===== src/logic/spwp_consts.svh =====
/*
  Offsets, field positions, key and reset values of the write-protection status bank.
  Assumes inclusion by bare name from the package and the design modules.
*/
`ifndef SPWP_CONSTS_SVH
`define SPWP_CONSTS_SVH

// Register offsets on the peripheral bus
`define SPWP_OFS_PROT_CTRL   8'hE4
`define SPWP_OFS_VIOL_STAT   8'hE8
`define SPWP_OFS_IRQ_STAT    8'hEC
`define SPWP_OFS_IRQ_MASK    8'hF0
`define SPWP_OFS_FEATURE     8'hF8
`define SPWP_OFS_VERSION     8'hFC

// Offsets of the guarded configuration registers
`define SPWP_OFS_MODE_CFG    8'h04
`define SPWP_OFS_SEL_CFG0    8'h30
`define SPWP_SEL_CFG_STRIDE  8'h04

// Protection control fields
`define SPWP_KEY_VALUE       24'h535049
`define SPWP_KEY_LSB         8
`define SPWP_KEY_MSB         31
`define SPWP_PEN_BIT         0

// Violation status fields and reset values
`define SPWP_SRC_LSB         8
`define SPWP_SRC_MSB         15
`define SPWP_KIND_W          3
`define SPWP_VIOL_RESET      32'h00000000
`define SPWP_FEATURE_RESET   32'h001F0154

`endif


===== src/logic/spwp_pkg.sv =====
/*
  Types shared by the write-protection status bank.
  Assumes spwp_consts.svh is on the include path.
*/
package spwp_pkg;
  `include "spwp_consts.svh"

  // One bit per violation kind; packed value is the kind code
  typedef struct packed {
    logic activeWr;
    logic swReset;
    logic blocked;
  } spwp_viol_t;

  // Request part of an APB transfer
  typedef struct packed {
    logic [7:0]  addr;
    logic        write;
    logic [31:0] wdata;
  } spwp_apb_req_t;
endpackage : spwp_pkg


===== src/logic/spwp_src_encode.sv =====
/*
  Finds which guarded configuration register a write touches and whether a select is active.
  Assumes one-cycle write pulses on the same clock as the bank.
*/
`timescale 1ns/100ps
`include "spwp_consts.svh"
module spwp_src_encode
  import spwp_pkg::*;
#(
  parameter int unsigned SELS = 4
)
(
  // Write pulses
  input  wire logic            modeWrite,
  input  wire logic [SELS-1:0] selCfgWrite,
  // Select state
  input  wire logic [SELS-1:0] selActive,
  // Result
  output logic                 anyHit,
  output logic                 activeHit,
  output logic [7:0]           srcOfs
);
  logic [7:0]      ofsTab [SELS];
  logic [SELS-1:0] actHit;

  // Offset and active-write term per select
  for (genvar i = 0; i < SELS; i++)
  begin : g_sel
    assign ofsTab[i] = 8'(`SPWP_OFS_SEL_CFG0 + `SPWP_SEL_CFG_STRIDE * i);
    assign actHit[i] = selCfgWrite[i] & selActive[i];
  end

  // Mode write first, then the lowest select
  always_comb
  begin
    anyHit    = modeWrite | (|selCfgWrite);
    activeHit = (modeWrite & (|selActive)) | (|actHit);
    srcOfs    = 8'h00;
    for (int i = SELS - 1; i >= 0; i--)
    begin
      if (selCfgWrite[i])
        srcOfs = ofsTab[i];
    end
    if (modeWrite)
      srcOfs = `SPWP_OFS_MODE_CFG;
  end
endmodule : spwp_src_encode


===== src/logic/spwp_irq_bank.sv =====
/*
  Sticky event flags with a mask and one level interrupt.
  Assumes the caller clears only flags it has already reported.
*/
`timescale 1ns/100ps
module spwp_irq_bank
  import spwp_pkg::*;
#(
  parameter int unsigned W = 3
)
(
  // Clock and reset
  input  wire logic         clk,
  input  wire logic         sys_rst,
  // Events and clearing
  input  wire logic [W-1:0] setEv,
  input  wire logic [W-1:0] clrEv,
  // Mask write
  input  wire logic         maskWr,
  input  wire logic [W-1:0] maskData,
  // State
  output logic      [W-1:0] status_q,
  output logic      [W-1:0] mask_q,
  output logic              irq_q
);
  // Sticky flags, set beats clear
  for (genvar b = 0; b < W; b++)
  begin : g_flag
    always_ff @(posedge clk)
    begin
      if (sys_rst)
        status_q[b] <= 1'b0;
      else
        status_q[b] <= setEv[b] | (status_q[b] & ~clrEv[b]);
    end
  end

  // Mask register
  always_ff @(posedge clk)
  begin
    if (sys_rst)
      mask_q <= '0;
    else if (maskWr)
      mask_q <= maskData;
  end

  // Interrupt level
  always_ff @(posedge clk)
  begin
    if (sys_rst)
      irq_q <= 1'b0;
    else
      irq_q <= |(status_q & mask_q);
  end
endmodule : spwp_irq_bank


===== src/logic/spwp_wp_status.sv =====
/*
  Write-protection control, violation status, interrupt, feature and version registers
  of a serial peripheral controller, as an APB slave.
  Assumes the rest of the controller gives one-cycle write and reset pulses and select
  levels on clk, and blocks guarded writes while protectEnable is high.
*/
// How it works
// The source field holds the bus offset of the mode or select config register in the latest blocked or active-select violation.
// Kind bit value 1 flags a guarded write rejected by protection since the last status read.
// Kind value 2 flags a soft reset under protection, cleared by status read or a config write.
// Kind value 4 flags a mode write with any select active or a select config write with its select active.
// Kinds accumulate, so combined cases read as 3, 5, 6 or 7.
// The feature register at 0xF8 reports select count and polarity, phase and length options.
// The feature register flags guard, receive FIFO, select release and decoder, reading 0x001F0154.
// The version register at 0xFC returns a 12-bit version and a variant with no effect.
// Software writes the enable bit with key 0x535049 in the top 24 bits; other keys are ignored.
// The violation status register is read-only, resets to zero, source in 15:8 and kind low.
// Reading the violation status clears the kind and source fields reported.
`timescale 1ns/100ps
`include "spwp_consts.svh"
module spwp_wp_status
  import spwp_pkg::*;
#(
  parameter int unsigned SELS        = 4,
  parameter logic        POL_CONF    = 1'b1,
  parameter logic        POL_POS     = 1'b0,
  parameter logic        PHA_CONF    = 1'b1,
  parameter logic        PHA_ZERO    = 1'b0,
  parameter logic        LEN_CONF    = 1'b1,
  parameter logic [4:0]  IMPL_FLAGS  = 5'h1F,
  parameter logic [11:0] MOD_VERSION = 12'h100, // Arbitrary value
  parameter logic [3:0]  MOD_VARIANT = 4'h0     // Arbitrary value
)
(
  // Clock and reset
  input  wire logic            clk,
  input  wire logic            sys_rst,
  // APB slave
  input  wire logic            psel,
  input  wire logic            penable,
  input  wire logic            pwrite,
  input  wire logic [7:0]      paddr,
  input  wire logic [31:0]     pwdata,
  output logic      [31:0]     prdata,
  output logic                 pready,
  output logic                 pslverr,
  // Controller events
  input  wire logic            modeWrite,
  input  wire logic [SELS-1:0] selCfgWrite,
  input  wire logic            irqEnWrite,
  input  wire logic            irqDisWrite,
  input  wire logic            softReset,
  input  wire logic [SELS-1:0] selActive,
  // Controller control and interrupt
  output logic                 protectEnable,
  output logic                 irq
);
  localparam int unsigned KW = `SPWP_KIND_W;

  // Refuse select counts the feature field cannot hold
  if (SELS < 1 || SELS > 15)
  begin : g_chk
    $error("spwp_wp_status: SELS must be 1 to 15");
  end

  spwp_apb_req_t req;
  spwp_viol_t    newViol;
  logic          setupCyc;
  logic          accessDone;
  logic          wrDone;
  logic          rdDone;
  logic          mapped;
  logic [31:0]   rdData;
  logic [31:0]   featWord;
  logic [31:0]   versWord;
  logic          srcHit;
  logic          activeHit;
  logic [7:0]    srcOfs;
  logic          cfgTouch;
  logic          keyOk;
  logic [KW-1:0] kindD;
  logic [KW-1:0] istat;
  logic [KW-1:0] imask;
  logic          irqQ;
  logic          violRdClr;
  logic          irqRdClr;
  logic [7:0]    src_q;
  logic [KW-1:0] kind_q;
  logic [KW-1:0] kindSnap_q;
  logic [KW-1:0] irqSnap_q;
  logic          srcFresh_q;
  logic          pen_q;
  logic [31:0]   prdata_q;
  logic          pready_q;
  logic          pslverr_q;

  // Bus request and phase decode
  assign req        = '{addr: paddr, write: pwrite, wdata: pwdata};
  assign setupCyc   = psel & ~penable & ~pready_q;
  assign accessDone = psel & penable & pready_q;
  assign wrDone     = accessDone & req.write;
  assign rdDone     = accessDone & ~req.write;
  assign violRdClr  = rdDone & (req.addr == `SPWP_OFS_VIOL_STAT);
  assign irqRdClr   = rdDone & (req.addr == `SPWP_OFS_IRQ_STAT);

  // Read-only identity words
  assign featWord = {11'h000, IMPL_FLAGS, 7'h00, LEN_CONF, PHA_ZERO, PHA_CONF,
                     POL_POS, POL_CONF, 4'(SELS)};
  assign versWord = {12'h000, MOD_VARIANT, 4'h0, MOD_VERSION};

  // Which guarded register a write touches
  spwp_src_encode #(
    .SELS (SELS)
  ) u_enc (
    .modeWrite   (modeWrite),
    .selCfgWrite (selCfgWrite),
    .selActive   (selActive),
    .anyHit      (cfgTouch),
    .activeHit   (activeHit),
    .srcOfs      (srcOfs)
  );

  // Violation events this cycle
  always_comb
  begin
    newViol.blocked  = pen_q & cfgTouch;
    newViol.swReset  = pen_q & softReset;
    newViol.activeWr = activeHit;
    srcHit           = newViol.blocked | newViol.activeWr;
  end

  // Next kind: clear reported bits, drop reset flag on config writes, sets win
  always_comb
  begin
    kindD = kind_q;
    if (violRdClr)
      kindD = kindD & ~kindSnap_q;
    if (cfgTouch | irqEnWrite | irqDisWrite)
      kindD[1] = 1'b0;
    kindD = kindD | newViol;
  end

  // Violation kind register
  always_ff @(posedge clk)
  begin
    if (sys_rst)
      kind_q <= KW'(`SPWP_VIOL_RESET);
    else
      kind_q <= kindD;
  end

  // Violation source register
  always_ff @(posedge clk)
  begin
    if (sys_rst)
      src_q <= 8'h00;
    else if (srcHit)
      src_q <= srcOfs;
    else if (violRdClr && !srcFresh_q)
      src_q <= 8'h00;
  end

  // Source updated since the status snapshot
  always_ff @(posedge clk)
  begin
    if (sys_rst)
      srcFresh_q <= 1'b0;
    else if (srcHit)
      srcFresh_q <= 1'b1;
    else if (setupCyc && req.addr == `SPWP_OFS_VIOL_STAT)
      srcFresh_q <= 1'b0;
  end

  // Snapshots of what a read reports
  always_ff @(posedge clk)
  begin
    if (sys_rst)
    begin
      kindSnap_q <= '0;
      irqSnap_q  <= '0;
    end
    else if (setupCyc)
    begin
      kindSnap_q <= (req.addr == `SPWP_OFS_VIOL_STAT) ? kind_q : '0;
      irqSnap_q  <= (req.addr == `SPWP_OFS_IRQ_STAT) ? istat : '0;
    end
  end

  // Protection enable with key check
  assign keyOk = req.wdata[`SPWP_KEY_MSB:`SPWP_KEY_LSB] == `SPWP_KEY_VALUE;
  always_ff @(posedge clk)
  begin
    if (sys_rst)
      pen_q <= 1'b0;
    else if (wrDone && req.addr == `SPWP_OFS_PROT_CTRL && keyOk)
      pen_q <= req.wdata[`SPWP_PEN_BIT];
  end

  // Violation events raise interrupt flags
  spwp_irq_bank #(
    .W (KW)
  ) u_irq (
    .clk      (clk),
    .sys_rst  (sys_rst),
    .setEv    (newViol),
    .clrEv    (irqRdClr ? irqSnap_q : '0),
    .maskWr   (wrDone && req.addr == `SPWP_OFS_IRQ_MASK),
    .maskData (req.wdata[KW-1:0]),
    .status_q (istat),
    .mask_q   (imask),
    .irq_q    (irqQ)
  );

  // Read data and decode
  always_comb
  begin
    rdData = 32'h00000000;
    mapped = 1'b1;
    unique case (req.addr)
      `SPWP_OFS_PROT_CTRL: rdData[`SPWP_PEN_BIT] = pen_q;
      `SPWP_OFS_VIOL_STAT:
      begin
        rdData[`SPWP_SRC_MSB:`SPWP_SRC_LSB] = src_q;
        rdData[KW-1:0] = kind_q;
      end
      `SPWP_OFS_IRQ_STAT:  rdData[KW-1:0] = istat;
      `SPWP_OFS_IRQ_MASK:  rdData[KW-1:0] = imask;
      `SPWP_OFS_FEATURE:   rdData = featWord;
      `SPWP_OFS_VERSION:   rdData = versWord;
      default:             mapped = 1'b0;
    endcase
  end

  // Bus answer: ready in the first access cycle
  always_ff @(posedge clk)
  begin
    if (sys_rst)
    begin
      pready_q  <= 1'b0;
      pslverr_q <= 1'b0;
      prdata_q  <= 32'h00000000;
    end
    else if (setupCyc)
    begin
      pready_q  <= 1'b1;
      pslverr_q <= ~mapped;
      prdata_q  <= req.write ? 32'h00000000 : rdData;
    end
    else if (accessDone)
    begin
      pready_q  <= 1'b0;
      pslverr_q <= 1'b0;
    end
  end

  // Outputs from flip-flops
  assign prdata        = prdata_q;
  assign pready        = pready_q;
  assign pslverr       = pslverr_q;
  assign protectEnable = pen_q;
  assign irq           = irqQ;
endmodule : spwp_wp_status


===== config.mk =====
export PLATFORM = sky130hd
export DESIGN_NAME = spwp_wp_status
export DESIGN_NICKNAME = d
export VERILOG_FILES = /design/src/logic/spwp_pkg.sv /design/src/logic/spwp_src_encode.sv /design/src/logic/spwp_irq_bank.sv /design/src/logic/spwp_wp_status.sv
export VERILOG_INCLUDE_DIRS = /design/src /design/src/logic
export SDC_FILE = /design/constraint.sdc
export NUM_CORES = 1
export LEC_CHECK = 0
export BUFFER_PORTS_ARGS = -buffer_cell sky130_fd_sc_hd__buf_4
export CAP_MARGIN = 20
export CORE_MARGIN = 5
export CORE_UTILIZATION = 41
export CTS_CLUSTER_DIAMETER = 120
export CTS_CLUSTER_SIZE = 12
export DETAILED_ROUTE_END_ITERATION = 12
export PLACE_DENSITY = 0.78
export SLEW_MARGIN = 5
export SYNTH_ARGS = -nofsm -noshare
export SYNTH_HDL_FRONTEND = slang
export SYNTH_SLANG_ARGS = --single-unit

===== constraint.sdc =====
create_clock -name clk -period 1.5 [get_ports clk]
set_input_delay 0.075 -clock clk [delete_from_list [all_inputs] [get_ports clk]]
set_output_delay 0.075 -clock clk [all_outputs]
set_load 0.03 [all_outputs]

======== Word-level counts from Yosys, hierarchy flattened ========
Cells that the tools add are included.
word-level totals
  bits in registers ....................... 60
  input port bits ......................... 57
  output and inout port bits .............. 36
  word-level logic and storage cells ...... 97
cells by class
  equal/unequal tests ..................... 7
  muxes and demuxes ....................... 24
  bitwise operators ....................... 37
  reduce and logical (&&, ||, !) cells .... 15
operators with widths
  operator                number
  $eq A8 B8 Y1 const B    6
  $mux W32                1
  $mux W6                 5
  $eq A24 B23 Y1 const B  1
  $and A1 B1 Y1           18
  $mux W8                 2
  $pmux W8 S2             1
  $mux W3                 4
  $reduce_or A4 Y1        3
  $or A1 B1 Y1            8
  $pmux W2 S4             1
  $mux W1                 7
  $not A1 Y1              7
  $and A3 B3 Y3           2
  $reduce_bool A2 Y1      3
  $reduce_or A6 Y1        1
  $logic_and A1 B1 Y1     5
  $mux W5                 1
  $mux W4                 1
  $pmux W1 S4             1
  $not A3 Y3              1
  $or A3 B3 Y3            1
  $reduce_or A3 Y1        1
  $reduce_or A2 Y1        1
  $logic_not A1 Y1        1

======== Logic depth before layout (Yosys ltp) ========
  depth in word-level cells ............... 8
  gate-level depth with buffers ........... 6
  depth with buffers taken out ............ 4

======== Cells and area by module ========
From an unflattened synthesis, not the netlist that was laid out.
second synthesis, totals
  cell total of the unflattened synthesis .. 240
  area total of the unflattened synthesis .. 2084.5 sq um
by module, submodules not included
  module           instances  cells an instance  area an instance (sq um)  sequential area each (sq um)
  spwp_wp_status   1          198                1724.2                    660.6
  spwp_irq_bank    1          24                 240.2                     140.1
  spwp_src_encode  1          18                 120.1                     0.0

======== Least setup slack after synthesis ========
No wires, ideal clock.
  kind .................................... register -> register
  start point ............................. reg pready_q (netlist: pready)
  end point ............................... reg src_q[3]
  library setup time ...................... 0.127 ns
  arrival time ............................ 1.654 ns
  required time ........................... 1.373 ns
  slack ................................... -0.281 ns
  stages on the path, launching flop included .. 5
  path buffers ............................ 0
  clock period less this slack ............ 1.781 ns
  path through ............................ dfxtp_1 > and3_4 > or4b_4 > o311ai_2 > o32ai_1
between the ends
  cells in the longest elaborated chain, start to end .. 5
ends and longest elaborated chain
  what                                 line                   RTL
  from (decl)                          spwp_wp_status.sv:94   logic pready_q;
  from (signal assigned)               spwp_wp_status.sv:239  pready_q <= 1'b0;
  from (signal assigned)               spwp_wp_status.sv:245  pready_q <= 1'b1;
  from (signal assigned)               spwp_wp_status.sv:251  pready_q <= 1'b0;
  $and A1 B1 Y1                        spwp_wp_status.sv:100  assign accessDone = psel & penable & pready_q;
  $and A1 B1 Y1                        spwp_wp_status.sv:102  assign rdDone = accessDone & ~req.write;
  $and A1 B1 Y1                        spwp_wp_status.sv:103  assign violRdClr = rdDone & (req.addr == `SPWP_OFS_VIOL_STAT);
  $logic_and A1 B1 Y1                  spwp_wp_status.sv:159  else if (violRdClr && !srcFresh_q)
  $reduce_bool A2 Y1 (no source line)  --
  to (signal assigned)                 spwp_wp_status.sv:158  src_q <= srcOfs;
  to (decl)                            spwp_wp_status.sv:87   logic [7:0] src_q;
No other way between the ends.
A chain may end at the register's enable or synchronous reset.

======== Worst setup path after layout ========
  start point ............................. reg pready_q (netlist: pready)
  end point ............................... reg src_q[4]
Same word-level chain as after synthesis.

==> summary.md <==
| Metric | Value |
|---|---|
| Status | finished, final reports clean |
| Post-DP HPWL | 3930 um |
| Die W | 76.6 um |
| Die height | 76.6 um |
| TritonCTS clock tree | done |
| IO Port Bufs | 70 |
| Top Ports | 93 |
| P&R area growth vs syn | 33.1% |
| H-tree levels | 2 |
| Post-layout min period | 1470 ps |
| Setup TNS | 0 ps |
| Period utilization | 98.1% |
| Drt via density | 5.38 |
| Post-CTS sizing | 1 |
| Most numerous cell in the Yosys netlist | dfxtp_1 |
| Syn Std Cell Area | 1820 um2 |
| Total gr overflow | 0 |
| Vias in the first global route | 1,733 |
| Critical path endpoint category | register |
| RSZ-0062 raised after global routing | true |
| #FFs+latches synth | 31 |
| First-pass detailed-route iteration total | 4 |
| Drt initial violations | 136 |
| Core ar. | 4320 um2 |
| Share of flip-flops with an asynchronous set or reset | 0% |
| Most common library cells after synthesis | 31 x dfxtp_1, 24 x buf_4, 22 x a21oi_1, 20 x nand2_1 |
| Register area | 624 um2 |
| Sequential share of power | 46.4% |
| Area leader, netlist | dfxtp_1 |
| # nets final | 342 |
| Initial antenna violation count | 0 |
| Combinational share of power | 19.1% |
| Clock Skews | 7.66 ps |
| Ant. Diodes | 0 |
| Max_cap viols | 0 |
| Root Driver | clkbuf_8 |
| Row cnt | 24 |
| Multi-input gate area | 993 um2 |
| Fill cell count | 401 |
| Non-Filler Instances | 338 |
| Post-Route WL | 5090 um |
| CP arrival | 1640 ps |
| Antenna Nets Post-Route | 0 |
| Largest net degree at the start of global routing | 31 |
| Primary FF master, synth | dfxtp_1 |
| Die Area | 5870 um2 |
| Worst min-delay path class | in -> reg |
| Fin. Hold Viols | 0 |
| # hold bufs at CTS | 0 |
| Total track usage | 16.8% |
| DR vias | 1,818 |
| Placed Cells | 330 |
| Post-synthesis sequential area ratio | 34.1% |
| Ys Warns | 0 |
| Hold Slack | 23.4 ps |
| Longest Clk Path Bufs | 2 |
| Nature of the critical path startpoint | register |
| Post-synth EDFFs | 0 |
| Worst path required time | 1670 ps |
| WL per Instance | 15.0 um |
| Power, Total | 0.00183 W |
| Switch share | 28.0% |
| Leak | 1.01 nW |
| Peak supply drop | 0.433 mV |
| Max Freq | 0.679 GHz |
| DRC errors left | 0 |
| Initial core utilization | 42.1% |
| PwrDens | 755 nW/um2 |
| Syn Inst Count | 216 |
| Setup bufs post-CTS | 0 |
| Post-synthesis cell type count | 50 |
| Syn Area/Cell | 8.42 um2 |
| First-pass GRT wire length | 8020 um |
| Crit path kind | reg -> reg |
| CTS buffer count | 5 |
| Clock latency on the worst-skew pair | 290 ps |
| Largest cells by area after synthesis | dfxtp_1 34%, buf_4 9.9%, a21oi_1 6.1% |
| Clk pwr share | 34.6% |
| Power Internal | 0.00132 W |
| Share of cells above drive strength 1 | 35.3% |
| Reg clk slew, reported paths | 70 ps |
| CP Max Fanout | 3 |
| CTS Sinks | 31 |
| RePlAce Congestion | 0.818 |
| Max-slew violations | 0 |
| # setup viols final | 0 |
| Switching power | 0.000512 W |
| Post-synth top area share | 34.1% |
==> worst max-delay path: stages (launching register included) <==
cell,delay (ps)
dfxtp_4,340
and3_4,170
or4b_4,480
o311ai_4,250
o32ai_1,110
==> through the flow <==
step / instance area, um2 / utilization [%] / setup slack (ps)
2_1_floorplan: 1890 / - / -37.5
3_3_place_gp: 2330 / 53.8 / 51.2
3_5_place_dp: 2330 / 53.8 / 25.7
4_1_cts: 2410 / 55.8 / 32.9
5_1_grt: 2420 / 56.0 / -18.3
6_report: 2420 / 56.0 / 27.9
==> power by group through the flow <==
| stage | combinational [W] | sequential [W] | clock (W) |
|---|---|---|---|
| floorplan | 0.000209 | 0.000872 | 0 |
| global placement | 0.000335 | 0.000865 | 0 |
| detailed placement | 0.000342 | 0.000866 | 0 |
| CTS | 0.000344 | 0.000847 | 0.000652 |
| global route | 0.000376 | 0.000848 | 0.000686 |
| finish | 0.000349 | 0.000848 | 0.000633 |
==> path summary, 6_finish.rpt <==
kind	start	to	slack (ps)	cells past startpoint
min	penable	pready$_SDFFE_PP0P_	20	2
max reg2reg	pready$_SDFFE_PP0P_	src_q[4]$_SDFFE_PP0P_	30	4
max	pready$_SDFFE_PP0P_	src_q[4]$_SDFFE_PP0P_	30	4
min reg2reg	kindSnap_q[0]$_SDFFE_PP0P_	kindSnap_q[0]$_SDFFE_PP0P_	450	2
==> area by class of cell <==
cell class	count	share of cell area, %
inverter	10	1.55
timing repair buffer	81	25.6
sequential	31	25.8
clock inverter	1	0.207
clock buffer	7	3.15
multi-input combinational	156	41.0
tap	52	2.69
==> placed cells by master, fill, tap and decap left out, types with 4 or more instances in the layout <==
cell	instances
buf_4	80
nand3_1	4
nand4_1	13
clkbuf_8	5
conb_1	17
o21ai_0	11
a21oi_1	22
nor2_1	13
nand2_1	20
inv_1	10
dfxtp_1	30
mux2i_1	5
==> logic make-up after synthesis <==
family	Yosys count	synth area share [%]
AND/OR/NAND/NOR	80	27.4
AO/OA/AOI/OAI	51	18.2
buffers and inverters	45	15.8
flip-flops	31	34.1
multiplexers	6	3.37
XOR/XNOR	2	0.963
other	1	0.206
==> per-layer routing <==
layer / GRT usage (%) / up-vias / routed length, um
met5: 0 / - / 0
met4: 6.47 / 0 / 70
met3: 4.96 / 8 / 354
met2: 27.8 / 74 / 2600
met1: 20.2 / 852 / 2060
li1: - / 884 / -
==> state kept, by name, summed over array words and instances, names as in the netlist <==
register,flops
u_irq.mask_q,3
u_irq.irq_q,1
pready,1
protectEnable,1
kindSnap_q,3
u_irq.status_q,3
src_q,3
prdata,8
srcFresh_q,1
pslverr,1
irqSnap_q,3
kind_q,3
No activity file was read; power rests on OpenSTA's default activity.
